--- config.mk ---
export PLATFORM = sky130hd
export DESIGN_NAME = oet_timer
export DESIGN_NICKNAME = d
export VERILOG_FILES = /design/src/oet_pkg.sv /design/src/oet_tick_div.sv /design/src/oet_timer.sv
export SDC_FILE = /design/constraint.sdc
export NUM_CORES = 1
export LEC_CHECK = 0
export ABC_CLOCK_PERIOD_IN_PS = 3400
export BUFFER_PORTS_ARGS = -buffer_cell sky130_fd_sc_hd__buf_2
export CAP_MARGIN = 15
export CORE_ASPECT_RATIO = 0.5
export CORE_MARGIN = 3
export CORE_UTILIZATION = 45
export CTS_CLUSTER_SIZE = 28
export DETAILED_ROUTE_END_ITERATION = 10
export PLACE_DENSITY = 0.8
export SKIP_CTS_REPAIR_TIMING = 1
export SLEW_MARGIN = 20
export SYNTH_ARGS = -nofsm -noshare
export SYNTH_HDL_FRONTEND = slang
export SYNTH_HIERARCHICAL = 1
export SYNTH_SLANG_ARGS = --single-unit
--- constraint.sdc ---
create_clock -name clk_in -period 3.4 [get_ports clk_in]
set_clock_uncertainty 0.1 [all_clocks]
set_input_delay 0.34 -clock clk_in [delete_from_list [all_inputs] [get_ports clk_in]]
set_output_delay 0.34 -clock clk_in [all_outputs]
set_load 0.01 [all_outputs]
--- src/oet_pkg.sv ---
// Shared constants and types for the on-the-go elapsed timer.
// Assumes a single 20 MHz clock and an AXI4-Lite register port.
package oet_pkg;

  ////////////////////////////////////////////////////////////////////////////
  // Clock and step timing
  localparam int CLK_PERIOD_NS = 50;
  localparam int STEP_NS       = 10000;
  localparam int TICK_CYCLES   = STEP_NS / CLK_PERIOD_NS;

  ////////////////////////////////////////////////////////////////////////////
  // Timer field layout
  localparam int              COUNT_W   = 24;
  localparam logic [23:0]     COUNT_MAX = 24'hff_ffff;
  localparam int              RUN_BIT   = 31;
  localparam int              RUN_BYTE  = 3;
  localparam int              EVENT_W   = 8;

  ////////////////////////////////////////////////////////////////////////////
  // Register map, byte addresses
  localparam int              ADDR_W     = 4;
  localparam logic [3:0]      ADDR_TIMER = 4'h0;
  localparam logic [3:0]      ADDR_FLAGS = 4'h4;
  localparam logic [3:0]      ADDR_MASK  = 4'h8;

  ////////////////////////////////////////////////////////////////////////////
  // Bus responses and reset values
  localparam logic [1:0]      RESP_OKAY   = 2'h0;
  localparam logic [1:0]      RESP_SLVERR = 2'h2;
  localparam logic [7:0]      FLAGS_RST   = 8'h00;
  localparam logic [7:0]      MASK_RST    = 8'h00;

  typedef struct packed {
    logic               run;
    logic [COUNT_W-1:0] count;
  } oet_timer_t;

  localparam oet_timer_t TIMER_RST = '{run: 1'b0, count: 24'h00_0000};

  typedef enum logic [3:0] {
    DEC_TIMER = 4'b0001,
    DEC_FLAGS = 4'b0010,
    DEC_MASK  = 4'b0100,
    DEC_NONE  = 4'b1000
  } oet_reg_t;

endpackage

--- src/oet_tick_div.sv ---
// Prescaler giving a one-cycle step enable every DIV clocks.
// Assumes restart_in and enable_in are synchronous to clk_in.
`timescale 1ns/1ps
module oet_tick_div #(
  parameter int DIV = oet_pkg::TICK_CYCLES
) (
  // Clock and reset
  input  wire logic clk_in,
  input  wire logic rst_in,
  // Control
  input  wire logic restart_in,
  input  wire logic enable_in,
  // Step enable
  output logic      tick_out
);
  import oet_pkg::*;

  localparam int CW = $clog2(DIV);
  localparam logic [CW-1:0] LAST = CW'(DIV - 1);

  logic [CW-1:0] cnt;
  logic [CW-1:0] next_cnt;
  logic          next_tick;

  initial
  begin
    if (DIV < 2)
      $error("DIV must be at least 2");
  end

  always_comb
  begin
    next_cnt  = cnt + CW'(1);
    next_tick = 1'b0;
    if (restart_in || !enable_in)
      next_cnt = '0;
    else if (cnt == LAST)
    begin
      next_cnt  = '0;
      next_tick = 1'b1;
    end
  end

  always_ff @(posedge clk_in or posedge rst_in)
  begin
    if (rst_in)
    begin
      cnt      <= '0;
      tick_out <= 1'b0;
    end
    else
    begin
      cnt      <= next_cnt;
      tick_out <= next_tick;
    end
  end
endmodule

--- src/oet_timer.sv ---
// Elapsed timer for the on-the-go logic with its AXI4-Lite register slave.
// Assumes event inputs are one-cycle pulses synchronous to clk_in.
`timescale 1ns/1ps

module oet_timer #(
  parameter int NUM_EVENTS = oet_pkg::EVENT_W,
  parameter int STEP_DIV   = oet_pkg::TICK_CYCLES
) (
  // Clock and reset
  input  wire logic                       clk_in,
  input  wire logic                       rst_in,
  // Event sources
  input  wire logic [NUM_EVENTS-1:0]      event_in,
  // Write address channel
  input  wire logic                       s_axi_awvalid_in,
  output logic                            s_axi_awready_out,
  input  wire logic [oet_pkg::ADDR_W-1:0] s_axi_awaddr_in,
  // Write data channel
  input  wire logic                       s_axi_wvalid_in,
  output logic                            s_axi_wready_out,
  input  wire logic [31:0]                s_axi_wdata_in,
  input  wire logic [3:0]                 s_axi_wstrb_in,
  // Write response channel
  output logic                            s_axi_bvalid_out,
  input  wire logic                       s_axi_bready_in,
  output logic [1:0]                      s_axi_bresp_out,
  // Read address channel
  input  wire logic                       s_axi_arvalid_in,
  output logic                            s_axi_arready_out,
  input  wire logic [oet_pkg::ADDR_W-1:0] s_axi_araddr_in,
  // Read data channel
  output logic                            s_axi_rvalid_out,
  input  wire logic                       s_axi_rready_in,
  output logic [31:0]                     s_axi_rdata_out,
  output logic [1:0]                      s_axi_rresp_out,
  // Timer state
  output oet_pkg::oet_timer_t             timer_out
);
  import oet_pkg::*;

  initial
  begin
    if (NUM_EVENTS < 1 || NUM_EVENTS > EVENT_W)
      $error("NUM_EVENTS must be 1 to 8");
    if (STEP_DIV < 2)
      $error("STEP_DIV must be at least 2");
  end

  ////////////////////////////////////////////////////////////////////////////
  // Decoding

  function automatic oet_reg_t decode(input logic [ADDR_W-1:0] addr);
    unique case (addr)
      ADDR_TIMER: decode = DEC_TIMER;
      ADDR_FLAGS: decode = DEC_FLAGS;
      ADDR_MASK:  decode = DEC_MASK;
      default:    decode = DEC_NONE;
    endcase
  endfunction

  ////////////////////////////////////////////////////////////////////////////
  // Write channels

  logic              aw_full;
  logic              w_full;
  logic [ADDR_W-1:0] aw_addr;
  logic [31:0]       w_data;
  logic [3:0]        w_strb;
  logic              next_aw_full;
  logic              next_w_full;
  logic [ADDR_W-1:0] next_aw_addr;
  logic [31:0]       next_w_data;
  logic [3:0]        next_w_strb;
  logic              next_awready;
  logic              next_wready;
  logic              next_bvalid;
  logic [1:0]        next_bresp;
  logic              do_write;
  oet_reg_t          wr_reg;

  // Address and data may come in either order; the write waits for both
  always_comb
  begin
    do_write     = aw_full && w_full && !s_axi_bvalid_out;
    wr_reg       = decode(aw_addr);
    next_aw_addr = aw_addr;
    next_w_data  = w_data;
    next_w_strb  = w_strb;
    next_aw_full = aw_full && !do_write;
    next_w_full  = w_full && !do_write;
    if (s_axi_awvalid_in && s_axi_awready_out)
    begin
      next_aw_full = 1'b1;
      next_aw_addr = s_axi_awaddr_in;
    end
    if (s_axi_wvalid_in && s_axi_wready_out)
    begin
      next_w_full = 1'b1;
      next_w_data = s_axi_wdata_in;
      next_w_strb = s_axi_wstrb_in;
    end
    next_bvalid = do_write || (s_axi_bvalid_out && !s_axi_bready_in);
    next_bresp  = s_axi_bresp_out;
    if (do_write)
      next_bresp = (wr_reg == DEC_NONE) ? RESP_SLVERR : RESP_OKAY;
    next_awready = !next_aw_full && !next_bvalid;
    next_wready  = !next_w_full && !next_bvalid;
  end

  always_ff @(posedge clk_in or posedge rst_in)
  begin
    if (rst_in)
    begin
      aw_full           <= 1'b0;
      w_full            <= 1'b0;
      aw_addr           <= '0;
      w_data            <= 32'h0000_0000;
      w_strb            <= 4'h0;
      s_axi_awready_out <= 1'b0;
      s_axi_wready_out  <= 1'b0;
      s_axi_bvalid_out  <= 1'b0;
      s_axi_bresp_out   <= RESP_OKAY;
    end
    else
    begin
      aw_full           <= next_aw_full;
      w_full            <= next_w_full;
      aw_addr           <= next_aw_addr;
      w_data            <= next_w_data;
      w_strb            <= next_w_strb;
      s_axi_awready_out <= next_awready;
      s_axi_wready_out  <= next_wready;
      s_axi_bvalid_out  <= next_bvalid;
      s_axi_bresp_out   <= next_bresp;
    end
  end

  ////////////////////////////////////////////////////////////////////////////
  // Event flags and mask

  logic [NUM_EVENTS-1:0] flags;
  logic [NUM_EVENTS-1:0] mask;
  logic [NUM_EVENTS-1:0] next_flags;
  logic [NUM_EVENTS-1:0] next_mask;
  logic                  pending;

  // A new event beats a clear in the same cycle
  always_comb
  begin
    next_flags = flags;
    next_mask  = mask;
    if (do_write && w_strb[0] && wr_reg == DEC_FLAGS)
      next_flags = flags & ~w_data[NUM_EVENTS-1:0];
    if (do_write && w_strb[0] && wr_reg == DEC_MASK)
      next_mask = w_data[NUM_EVENTS-1:0];
    next_flags = next_flags | event_in;
    pending    = |(flags & mask);
  end

  always_ff @(posedge clk_in or posedge rst_in)
  begin
    if (rst_in)
    begin
      flags <= FLAGS_RST[NUM_EVENTS-1:0];
      mask  <= MASK_RST[NUM_EVENTS-1:0];
    end
    else
    begin
      flags <= next_flags;
      mask  <= next_mask;
    end
  end

  ////////////////////////////////////////////////////////////////////////////
  // Timer core

  logic       tick;
  logic       run_wr;
  logic       start_cmd;
  logic       stop_cmd;
  oet_timer_t next_timer;

  oet_tick_div #(
    .DIV        (STEP_DIV)
  ) u_div (
    .clk_in     (clk_in),
    .rst_in     (rst_in),
    .restart_in (start_cmd),
    .enable_in  (timer_out.run),
    .tick_out   (tick)
  );

  // A start while an enabled event pends zeroes the count but cannot run
  always_comb
  begin
    run_wr     = do_write && wr_reg == DEC_TIMER && w_strb[RUN_BYTE];
    start_cmd  = run_wr && w_data[RUN_BIT];
    stop_cmd   = run_wr && !w_data[RUN_BIT];
    next_timer = timer_out;
    // A stop landing on a step keeps the count it had, not one more
    if (timer_out.run && tick && !pending && !stop_cmd)
    begin
      next_timer.count = timer_out.count + COUNT_W'(1);
      if (next_timer.count == COUNT_MAX)
        next_timer.run = 1'b0;
    end
    if (pending)
      next_timer.run = 1'b0;
    if (stop_cmd)
      next_timer.run = 1'b0;
    if (start_cmd)
    begin
      next_timer.count = '0;
      next_timer.run   = !pending;
    end
  end

  always_ff @(posedge clk_in or posedge rst_in)
  begin
    if (rst_in)
      timer_out <= TIMER_RST;
    else
      timer_out <= next_timer;
  end

  ////////////////////////////////////////////////////////////////////////////
  // Read channel

  logic        next_rvalid;
  logic        next_arready;
  logic [31:0] next_rdata;
  logic [1:0]  next_rresp;
  logic        ar_take;

  // Data is captured at the address handshake and held until taken
  always_comb
  begin
    ar_take     = s_axi_arvalid_in && s_axi_arready_out;
    next_rdata  = s_axi_rdata_out;
    next_rresp  = s_axi_rresp_out;
    next_rvalid = ar_take || (s_axi_rvalid_out && !s_axi_rready_in);
    if (ar_take)
    begin
      next_rdata = 32'h0000_0000;
      next_rresp = RESP_OKAY;
      unique case (decode(s_axi_araddr_in))
        DEC_TIMER:
        begin
          next_rdata[RUN_BIT]     = timer_out.run;
          next_rdata[COUNT_W-1:0] = timer_out.count;
        end
        DEC_FLAGS: next_rdata[NUM_EVENTS-1:0] = flags;
        DEC_MASK:  next_rdata[NUM_EVENTS-1:0] = mask;
        DEC_NONE:  next_rresp = RESP_SLVERR;
      endcase
    end
    next_arready = !next_rvalid;
  end

  always_ff @(posedge clk_in or posedge rst_in)
  begin
    if (rst_in)
    begin
      s_axi_rvalid_out  <= 1'b0;
      s_axi_arready_out <= 1'b0;
      s_axi_rdata_out   <= 32'h0000_0000;
      s_axi_rresp_out   <= RESP_OKAY;
    end
    else
    begin
      s_axi_rvalid_out  <= next_rvalid;
      s_axi_arready_out <= next_arready;
      s_axi_rdata_out   <= next_rdata;
      s_axi_rresp_out   <= next_rresp;
    end
  end

  ////////////////////////////////////////////////////////////////////////////
  // Checks

  // Cycles since the last step or start, saturating
  logic [15:0] gap;

  always_ff @(posedge clk_in or posedge rst_in)
  begin
    if (rst_in)
      gap <= 16'h0000;
    else if (start_cmd)
      gap <= 16'h0000;
    else if (tick)
      gap <= 16'h0001;
    else if (gap != 16'hffff)
      gap <= gap + 16'h0001;
  end
endmodule

---- After elaboration in Yosys (flattened, before gate mapping) ----
Cells that the tools add are included.
storage, ports and cells
  memory bits (read-only) ................. 0
  memories ................................ 0
  memory bits (writable) .................. 0
  bits in registers ....................... 126
  latch bits .............................. 0
  output and inout bits ................... 66
  word-level logic and storage cells ...... 102
cells by class
  order comparisons ....................... 0
  div/mod/pow operators ................... 0
  reductions and logical operators ........ 43
  $add $sub $neg .......................... 2
  equality and inequality tests ........... 14
  multiplexer cells ....................... 20
  multipliers ............................. 0
  bitwise operators ....................... 4
  shifts and indexed selects .............. 0
operators by type and width
  operator                                                               number
  25-bit two-way mux                                                     2
  24-bit by 1-bit adder with 24-bit output, second input constant        1
  24-bit equality test, second input constant                            1
  8-bit two-way mux                                                      3
  4-bit one-hot mux with 3 select lines                                  2
  8-bit one-hot mux with 3 select lines                                  1
  1-bit logical AND                                                      21
  8-bit bitwise AND                                                      2
  4-bit by 3-bit equality test with 1-bit output, second input constant  4
  4-bit equality test, second input constant                             4
  16-bit two-way mux                                                     1
  1-bit logical NOT                                                      12
  8-bit by 1-bit adder with 8-bit output, second input constant          1
  4-bit by 1-bit equality test with 1-bit output, second input constant  2
  4-bit by 2-bit equality test with 1-bit output, second input constant  2
  8-bit equality test, second input constant                             1
  4-bit logical NOT                                                      2
  1-bit two-way mux                                                      8
  8-bit NOT                                                              1
  8-bit bitwise OR                                                       1
  4-bit nonzero test                                                     2
  8-bit OR reduction                                                     1
  2-bit two-way mux                                                      2
  4-bit two-way mux                                                      1
  other kinds (3)                                                        5

---- Logic depth before layout (Yosys ltp) ----
Gate-level depths: netlist of run 1.
  depth in word-level cells ............... 12
  depth in mapped cells ................... 9

---- Hierarchy ----
The synthesis of run 1 kept the hierarchy.
modules (own cells, without submodules)
  module        cells each  area an instance (sq um)  times used
  oet_timer     408         4266.6                    1
  oet_tick_div  43          434.2                     1

---- Least setup slack after synthesis of run 1 ----
OpenSTA, ideal clock, no wires.
  path kind ............................... register to register
  start point ............................. reg timer_out[0] in the netlist's numbering
  end point ............................... reg timer_out[24] in the netlist's numbering
  cell stages (with the launch flop) ...... 8
  setup slack ............................. 1332 ps
  setup time .............................. 131 ps
  clock period less this slack ............ 2068 ps
  arrival ................................. 1837 ps
  path buffers ............................ 0
  path through ............................ dfrtp_1 ha_1 nand3_1 nor3_1 and3_1 xnor2_1 nor3_1 a31oi_1
on the way
  longest elaborated chain between the ends .. 4
ends and longest elaborated chain
  what                                      line              source
  start: declaration                        oet_timer.sv:37   output oet_pkg::oet_timer_t timer_out
  start signal: assignment                  oet_timer.sv:223  timer_out <= next_timer;
  24-bit by 1-bit adder with 24-bit output  oet_timer.sv:203  next_timer.count = timer_out.count + COUNT_W'(1);
  24-bit equality test                      oet_timer.sv:204  if (next_timer.count == COUNT_MAX)
  4-bit nonzero test (no source line)       n/a
  2-bit AND reduction (no source line)      n/a
No other way between the ends.
A chain may end at the register's enable or synchronous reset.

---- Worst setup path in the final report of run 1 ----
Same ends and word-level chain as after synthesis.

==> results of run 1 <==
==> cell usage after synthesis, types with 5 or more instances <==
cell and count:
a21o_1 11, xnor2_1 6, buf_2 7, xor2_1 6, nor3_2 5, inv_1 13
o31ai_1 11, or3_1 6, a21oi_1 10, nor2_1 26, nand2_1 48, mux2_2 23
a31oi_1 6, and3_1 5, mux2i_1 9, nand3_1 15, nand4_1 9, o21ai_0 44
clkbuf_1 13, buf_4 9, dfrtp_1 99, nor3_1 7, a22o_1 25
==> power by group <==
part | leakage (nW) | switching, W | internal (W)
Sequential | 1.28 | 0.000139 | 0.00136
Clock | 0.131 | 0.000408 | 0.000527
Combinational | 1.17 | 0.000240 | 0.000230
==> layout make-up <==
type | count | area [um^2] | area share (%)
multi-input cells | 315 | 2027 | 36.83
repair buffers | 96 | 510.5 | 9.277
inverters | 13 | 50.05 | 0.9095
flip-flops and latches | 99 | 2477 | 45.02
clock inverters | 2 | 12.51 | 0.2274
clock buffers | 12 | 256.5 | 4.661
well taps | 135 | 168.9 | 3.070
==> worst max path at each step <==
stage | startpoint | endpoint | slack [ns] | cells past startpoint
3_3_place_gp | timer_out[0] | timer_out[24] | 0.94 | 7
6_report | timer_out[0] | timer_out[24] | 0.87 | 7
4_1_cts | s_axi_bvalid_out | timer_out[21] | 0.90 | 6
2_1_floorplan | rst_in | aw_addr[0] | 0.62 | 1
5_1_grt | timer_out[0] | timer_out[20] | 0.68 | 7
3_5_place_dp | s_axi_bvalid_out | timer_out[21] | 0.93 | 6
==> per-stage QoR <==
stage | worst slack, ns | hold slack [ns] | instances
after CTS | 0.8988 | -0.1738 | 671
after global routing | 0.6820 | 0.06612 | 672
final | 0.8715 | 0.07672 | 672
after global placement | 0.9381 | 0.1869 | 657
after detailed placement | 0.9269 | 0.1917 | 657
after floorplan | 0.6247 | 0.06792 | 459
==> registers in the layout, indices dropped and copies added (netlist names), 2 cells and up <==
signal           count
w_strb               2
u_div/cnt            8
s_axi_rdata_out     25
aw_addr              4
mask                 8
timer_out           25
w_data               9
flags                8
==> critical path, delay by kind of cell (launching register included) <==
family	cells	cell delay, ns
compound gates	1	0.15
fa+ha+maj	1	0.36
simple gates	4	1.17
flops	1	0.53
xor+xnor	1	0.08
==> cell families (layout without fill, tap and decap cells) <==
family	Yosys count	in the layout	synth area share (%)
multiplexers	32	32	7.426
AND/OR/NAND/NOR	140	140	15.15
AO/OA/AOI/OAI	118	118	16.53
other	1	9	0.07977
XOR/XNOR	12	12	2.236
buffers and inverters	45	123	4.818
flip-flops	99	99	52.70
adder cells (fa/ha/maj)	4	4	1.065
==> routing by layer <==
| layer | vias to the layer above | routed length (um) |
|---|---|---|
| met3 | 12 | 627 |
| li1 | 1770 | - |
| met2 | 117 | 4863 |
| met5 | - | 0 |
| met1 | 1805 | 5148 |
| met4 | 0 | 150 |
==> out/results.ini, run 1 <==
[setup_path]
crit_fanout = 10
reg2reg_setup_slack_ns = 0.87
cp.required_ns = 3.50
slowest_delay_ns = 0.53
reg2reg_to = timer_out[24]
worst_setup_path_start_kind = flop
arrival_ns = 2.63
criticalPathCategory = reg2reg
r2r-start = timer_out[0]
worstSetupEndpointType = flop
cp_cell_sequence = ha_1, nand3_1, nor3_1, and3_1, xnor2_1, nor3_1, a31oi_1
r2r_cells = 7
crit_top_cell = nor3_1
cp_slowest_cell = dfrtp_1

[timing]
worst_pin_slew_ns = 1.047
slew_headroom_pct = 29.81
maxSlewViolCount = 0
fin_setup_tns_ns = 0
setup_viol = 0
fmax_ghz = 0.3955
finalCritPeriodShare_pct = 74.37
grt_setup_unrepaired = false
layout_min_cycle_time_ns = 2.529
hold_viol_final = 0

[global_route]
overflow = 0
grt_use_total_pct = 18.65
grt_max_degree = 79
antenna_found_initial = 0
busiest_layer = met2
gr-usage-met3_pct = 4.960
grt_use_met2_pct = 29.25
grt_pass1_wl_mm = 17.40
grt_pass1_vias = 3509
grt_use_met1_pct = 25.95

[yosys]
seq_area_frac_synth_pct = 52.70
yosys_warnings = 6
yosys-top-cells-area = dfrtp_1, mux2_2, o21ai_0
synth.avg_cell_area_um2 = 10.42
synth_cell_types = 46
syn_area_um2 = 4701
synthArstFlopShare_pct = 100.0
synth_area_leader_cell = dfrtp_1
synth_cells = 451
synth_edf_count = 0
synth_top_area_share_pct = 52.70
yosys_most_used_dff = dfrtp_1
yosys_register_bits = 99

[outcome]
status = complete, no violations

[die]
dieArea_um2 = 11780
ioPinCount = 125
die_h_um = 78.27
die_w_um = 150.5
rows = 25
initial_utilization_pct = 48.01
coreArea_um2 = 9791

[clocking]
path_clk_slew_ns = 0.06
numCtsBuffers = 9
cts_tree = yes
h-tree-depth = 3
cts_sinks = 99
cts.path.max_buffers = 2
insertion_delay_ns = 0.34
cts-root-buf = clkbuf_16

[hold_path]
hold_path_class = in2reg
min_from = event_in[4]
hold_path_end = flags[4]
hold_depth = 2

[placed_design]
dp_hpwl_mm = 7.739
port_buffers = 90
place_area_um2 = 5224
routabilityCongestion = 0.8826

[power]
power_density_nw_per_um2 = 527.8
power_leakage_nw = 2.579
finalPower_w = 0.002904
ir_drop_mv = 0.3257

[finish]
final_common_cell = dfrtp_1
fill_cells = 851
nets = 597
layout_common_cells = dfrtp_1, buf_2, nand2_1
final_core_utilization_pct = 56.20
finalInstanceArea_um2 = 5503
drive_above_1_share_pct = 26.63
n_antenna_cell = 0
areaGrowthSynthToFinish_pct = 17.06

[detailed_routing]
first_pass_iters = 6
drt_iter0_drc = 212
drcViolationCount = 0
wl_per_cell_um = 16.06
antenna_left = 0
routed_wl_mm = 10.79
vias = 3704
via_per_inst = 5.512

[job]
drv_cap = 0

Note: power is estimated with default switching activity, not from simulation.
==> run 2, diff against run 1 <==
ABC_CLOCK_PERIOD_IN_PS = 2500   (was 3400)
clock period = 2.5 ns   (was 3.4 ns; I/O delays follow)
==> out/results.ini, run 2 (same netlist as run 1, synthesis figures left out) <==
[outcome]
status = finished, violations left
failed_checks = negative hold slack

[setup_path]
r2r_cells = 6
crit_fanout = 9
arrival_ns = 2.34
criticalPathCategory = reg2reg
worst_setup_path_start_kind = flop
worstSetupEndpointType = flop
cp.required_ns = 2.62

[placed_design]
port_buffers = 90
routabilityCongestion = 0.8814
dp_hpwl_mm = 7.955

[global_route]
grt_pass1_vias = 3608
antenna_found_initial = 0
grt_pass1_wl_mm = 18.08
overflow = 0
grt_use_total_pct = 19.45
grt_max_degree = 31

[clocking]
cts_tree = yes
cts.path.max_buffers = 2
cts_sinks = 99
path_clk_slew_ns = 0.07
h-tree-depth = 3
insertion_delay_ns = 0.35
cts-root-buf = clkbuf_16
numCtsBuffers = 9

[timing]
hold_viol_final = 2
fin_setup_tns_ns = 0
whs_ns = -0.005984
maxSlewViolCount = 0
slew_headroom_pct = 55.18
worst_pin_slew_ns = 0.6723
setup_viol = 0
fmax_ghz = 0.4489
grt_setup_unrepaired = false
layout_min_cycle_time_ns = 2.228
finalCritPeriodShare_pct = 89.10

[die]
dieArea_um2 = 11780
ioPinCount = 125
coreArea_um2 = 9791
initial_utilization_pct = 48.01
die_w_um = 150.5
die_h_um = 78.27
rows = 25

[job]
drv_cap = 0

[detailed_routing]
antenna_left = 0
via_per_inst = 5.494
vias = 3802
drcViolationCount = 0
wl_per_cell_um = 15.79
first_pass_iters = 5
drt_iter0_drc = 217
routed_wl_mm = 10.93

[finish]
areaGrowthSynthToFinish_pct = 20.89
nets = 615
drive_above_1_share_pct = 28.37
top_regs = s_axi_rdata_out: 25 flops, timer_out: 25 flops, w_data: 9 flops
layout_common_cells = dfrtp_1, buf_2, nand2_1
fill_cells = 825
n_antenna_cell = 0
final_common_cell = dfrtp_1

[hold_path]
hold_path_class = in2reg
hold_depth = 2

[power]
power_density_nw_per_um2 = 706.9
power_leakage_nw = 2.675
ir_drop_mv = 0.4874
finalPower_w = 0.004017

run 2: critical path: stages (launching register included):
cell and delay [ns]:
dfrtp_1 0.53, nand3_1 0.24, or2_1 0.32, nor3_2 0.40
xnor2_1 0.12, nor3_1 0.25, a31oi_1 0.13
run 2: path summary, 6_finish.rpt:
| kind | from | to | slack [ns] |
|---|---|---|---|
| worst max-delay path | timer_out[7] | timer_out[24] | 0.27 |
| max in group asynchronous | rst_in | w_data[31] | 1.11 |
| worst min-delay path | event_in[7] | flags[7] | -0.006 |
| min in group asynchronous | rst_in | u_div/cnt[5] | 0.33 |
| worst min register to register | s_axi_rdata_out[8] | s_axi_rdata_out[8] | 0.40 |
| worst max register to register | timer_out[7] | timer_out[24] | 0.27 |
run 2: final cells by class:
class / count / area [um^2] / area share [%]
Clock buffer: 9 / 225.2 / 3.963
Clock inverter: 7 / 58.81 / 1.035
Inverter: 13 / 52.55 / 0.9247
Multi-Input combinational cell: 315 / 2027 / 35.67
Sequential cell: 99 / 2477 / 43.59
Tap cell: 135 / 168.9 / 2.972
Timing Repair Buffer: 114 / 673.1 / 11.85
run 2: power breakdown:
group / switching, W / total (W) / internal, W
clock: 0.000627 / 0.00132 / 0.000692
combinational: 0.000337 / 0.000662 / 0.000324
sequential: 0.000188 / 0.00204 / 0.00185
total: 0.00115 / 0.00402 / 0.00287
run 2: per-stage QoR:
step	instances	cell area (um^2)	utilization [%]	worst slack, ns
after detailed placement	669	5329	54.43	0.3402
after floorplan	459	4735	-	0.4321
after global routing	692	5683	58.04	0.1103
final	692	5683	58.04	0.2725
after CTS	685	5613	57.33	0.3002
after global placement	669	5329	54.43	0.3745
run 2: layer usage:
layer	GRT usage (%)	share of wire, %	vias to the layer above
li1	-	-	1817
met3	4.960	6.2	20
met4	6.478	2.2	0
met1	27.21	47	1839
met2	29.66	45	126
met5	0	0	-
==> run 3, diff against run 2 <==
==> constraint.sdc (replaced) <==
create_clock -name clk_in -period 2.5 [get_ports clk_in]
set_clock_uncertainty 0.1 [all_clocks]
set_input_delay 0.375 -clock clk_in [delete_from_list [all_inputs] [get_ports clk_in]]
set_output_delay 0.375 -clock clk_in [all_outputs]
set_load 0.01 [all_outputs]
==> out/results.ini, run 3 (same netlist as run 1, synthesis figures left out) <==
[detailed_routing]
wl_per_cell_um = 15.77
drcViolationCount = 0
drt_iter0_drc = 220
first_pass_iters = 5
via_per_inst = 5.488
antenna_left = 0
vias = 3754
routed_wl_mm = 10.79

[clocking]
cts_tree = yes
path_clk_slew_ns = 0.07
h-tree-depth = 3
numCtsBuffers = 9
cts_sinks = 99
insertion_delay_ns = 0.35
cts-root-buf = clkbuf_16
cts.path.max_buffers = 2

[hold_path]
hold_path_class = in2reg

[setup_path]
arrival_ns = 2.36
cp_slowest_cell = dfrtp_1
worst_setup_path_start_kind = flop
crit_family = simple AND/OR/NAND/NOR gates
criticalPathCategory = reg2reg
path_buf_inv = 0
worstSetupEndpointType = flop
slowest_delay_ns = 0.43
cp.required_ns = 2.62
cp_cell_sequence = ha_1, nand3_1, nor3_1, and3_1, xnor2_1, nor3_1, a31oi_1
crit_fanout = 8
crit_top_cell = nor3_1

[timing]
finalCritPeriodShare_pct = 89.53
slew_headroom_pct = 56.00
fmax_ghz = 0.4468
layout_min_cycle_time_ns = 2.238
maxSlewViolCount = 0
setup_viol = 0
grt_setup_unrepaired = false
worst_pin_slew_ns = 0.6600
hold_viol_final = 0
fin_setup_tns_ns = 0

[finish]
drive_above_1_share_pct = 28.42
nets = 607
top_regs = s_axi_rdata_out: 25 flops, timer_out: 25 flops, w_data: 9 flops
fill_cells = 839
layout_common_cells = dfrtp_1, buf_2, nand2_1
final_common_cell = dfrtp_1
n_antenna_cell = 0
areaGrowthSynthToFinish_pct = 20.10

[outcome]
status = complete, no violations

[power]
p_seq_share_pct = 48.4
power_leakage_nw = 2.661
ir_drop_mv = 0.5799
swShare_pct = 26.90
comb_power_share_pct = 15.4
power.switching_w = 0.001133
clockPowerShare_pct = 36.3
power.internal_w = 0.003080
power_density_nw_per_um2 = 746.3
finalPower_w = 0.004213

[die]
die_w_um = 150.5
die_h_um = 78.27
dieArea_um2 = 11780
ioPinCount = 125
initial_utilization_pct = 48.01
rows = 25
coreArea_um2 = 9791

[global_route]
overflow = 0
busiest_layer = met2
grt_pass1_vias = 3581
grt_max_degree = 91
grt_pass1_wl_mm = 17.81
grt_use_met1_pct = 26.45
gr-usage-met3_pct = 5.017
grt_use_met2_pct = 29.75
grt_use_total_pct = 19.03
antenna_found_initial = 0

[placed_design]
port_buffers = 90
routabilityCongestion = 0.8636
dp_hpwl_mm = 7.779

[job]
drv_cap = 0

run 3: layout make-up:
| type | count | area, um^2 | share of cell area, % |
|---|---|---|---|
| clock inverter | 6 | 95.09 | 1.684 |
| sequential | 99 | 2477 | 43.88 |
| multi-input combinational | 315 | 2027 | 35.90 |
| inverter | 13 | 52.55 | 0.9309 |
| clock buffer | 10 | 239.0 | 4.233 |
| timing repair buffer | 106 | 585.6 | 10.37 |
| tap | 135 | 168.9 | 2.992 |
run 3: metrics by stage:
step,setup WS [ns],cell area (um^2),instances,utilization [%],hold WS [ns]
floorplan,0.4321,4735,459,-,0.1029
global placement,0.3469,5301,667,54.15,0.2803
detailed placement,0.3062,5301,667,54.15,0.2942
CTS,0.2926,5635,683,57.56,-0.07931
global route,0.1181,5645,684,57.66,0.09786
finish,0.2616,5645,684,57.66,0.1055
run 3: per-layer routing:
layer / up-vias / share of wire [%]
met3: 13 / 5.6
met2: 116 / 46
li1: 1789 / -
met4: 0 / 1.3
met5: - / 0
met1: 1836 / 47
run 3: final timing paths:
check | start | to | slack, ns | cells past startpoint
hold / removal | event_in[4] | flags[4] | 0.11 | 2
hold reg to reg | s_axi_rdata_out[13] | s_axi_rdata_out[13] | 0.40 | 1
min in group asynchronous | rst_in | u_div/tick_out | 0.46 | 3
setup reg to reg | timer_out[0] | timer_out[24] | 0.26 | 7
max in group asynchronous | rst_in | s_axi_rdata_out[7] | 1.31 | 4
setup / recovery | timer_out[0] | timer_out[24] | 0.26 | 7
run 3: power groups by stage:
stage          clock [W]  combinational, W  sequential, W
3_3_place_gp           0          0.000624        0.00204
6_report         0.00153          0.000647        0.00204
4_1_cts          0.00157          0.000656        0.00204
2_1_floorplan          0          0.000478        0.00203
5_1_grt          0.00164          0.000718        0.00207
3_5_place_dp           0          0.000653        0.00206
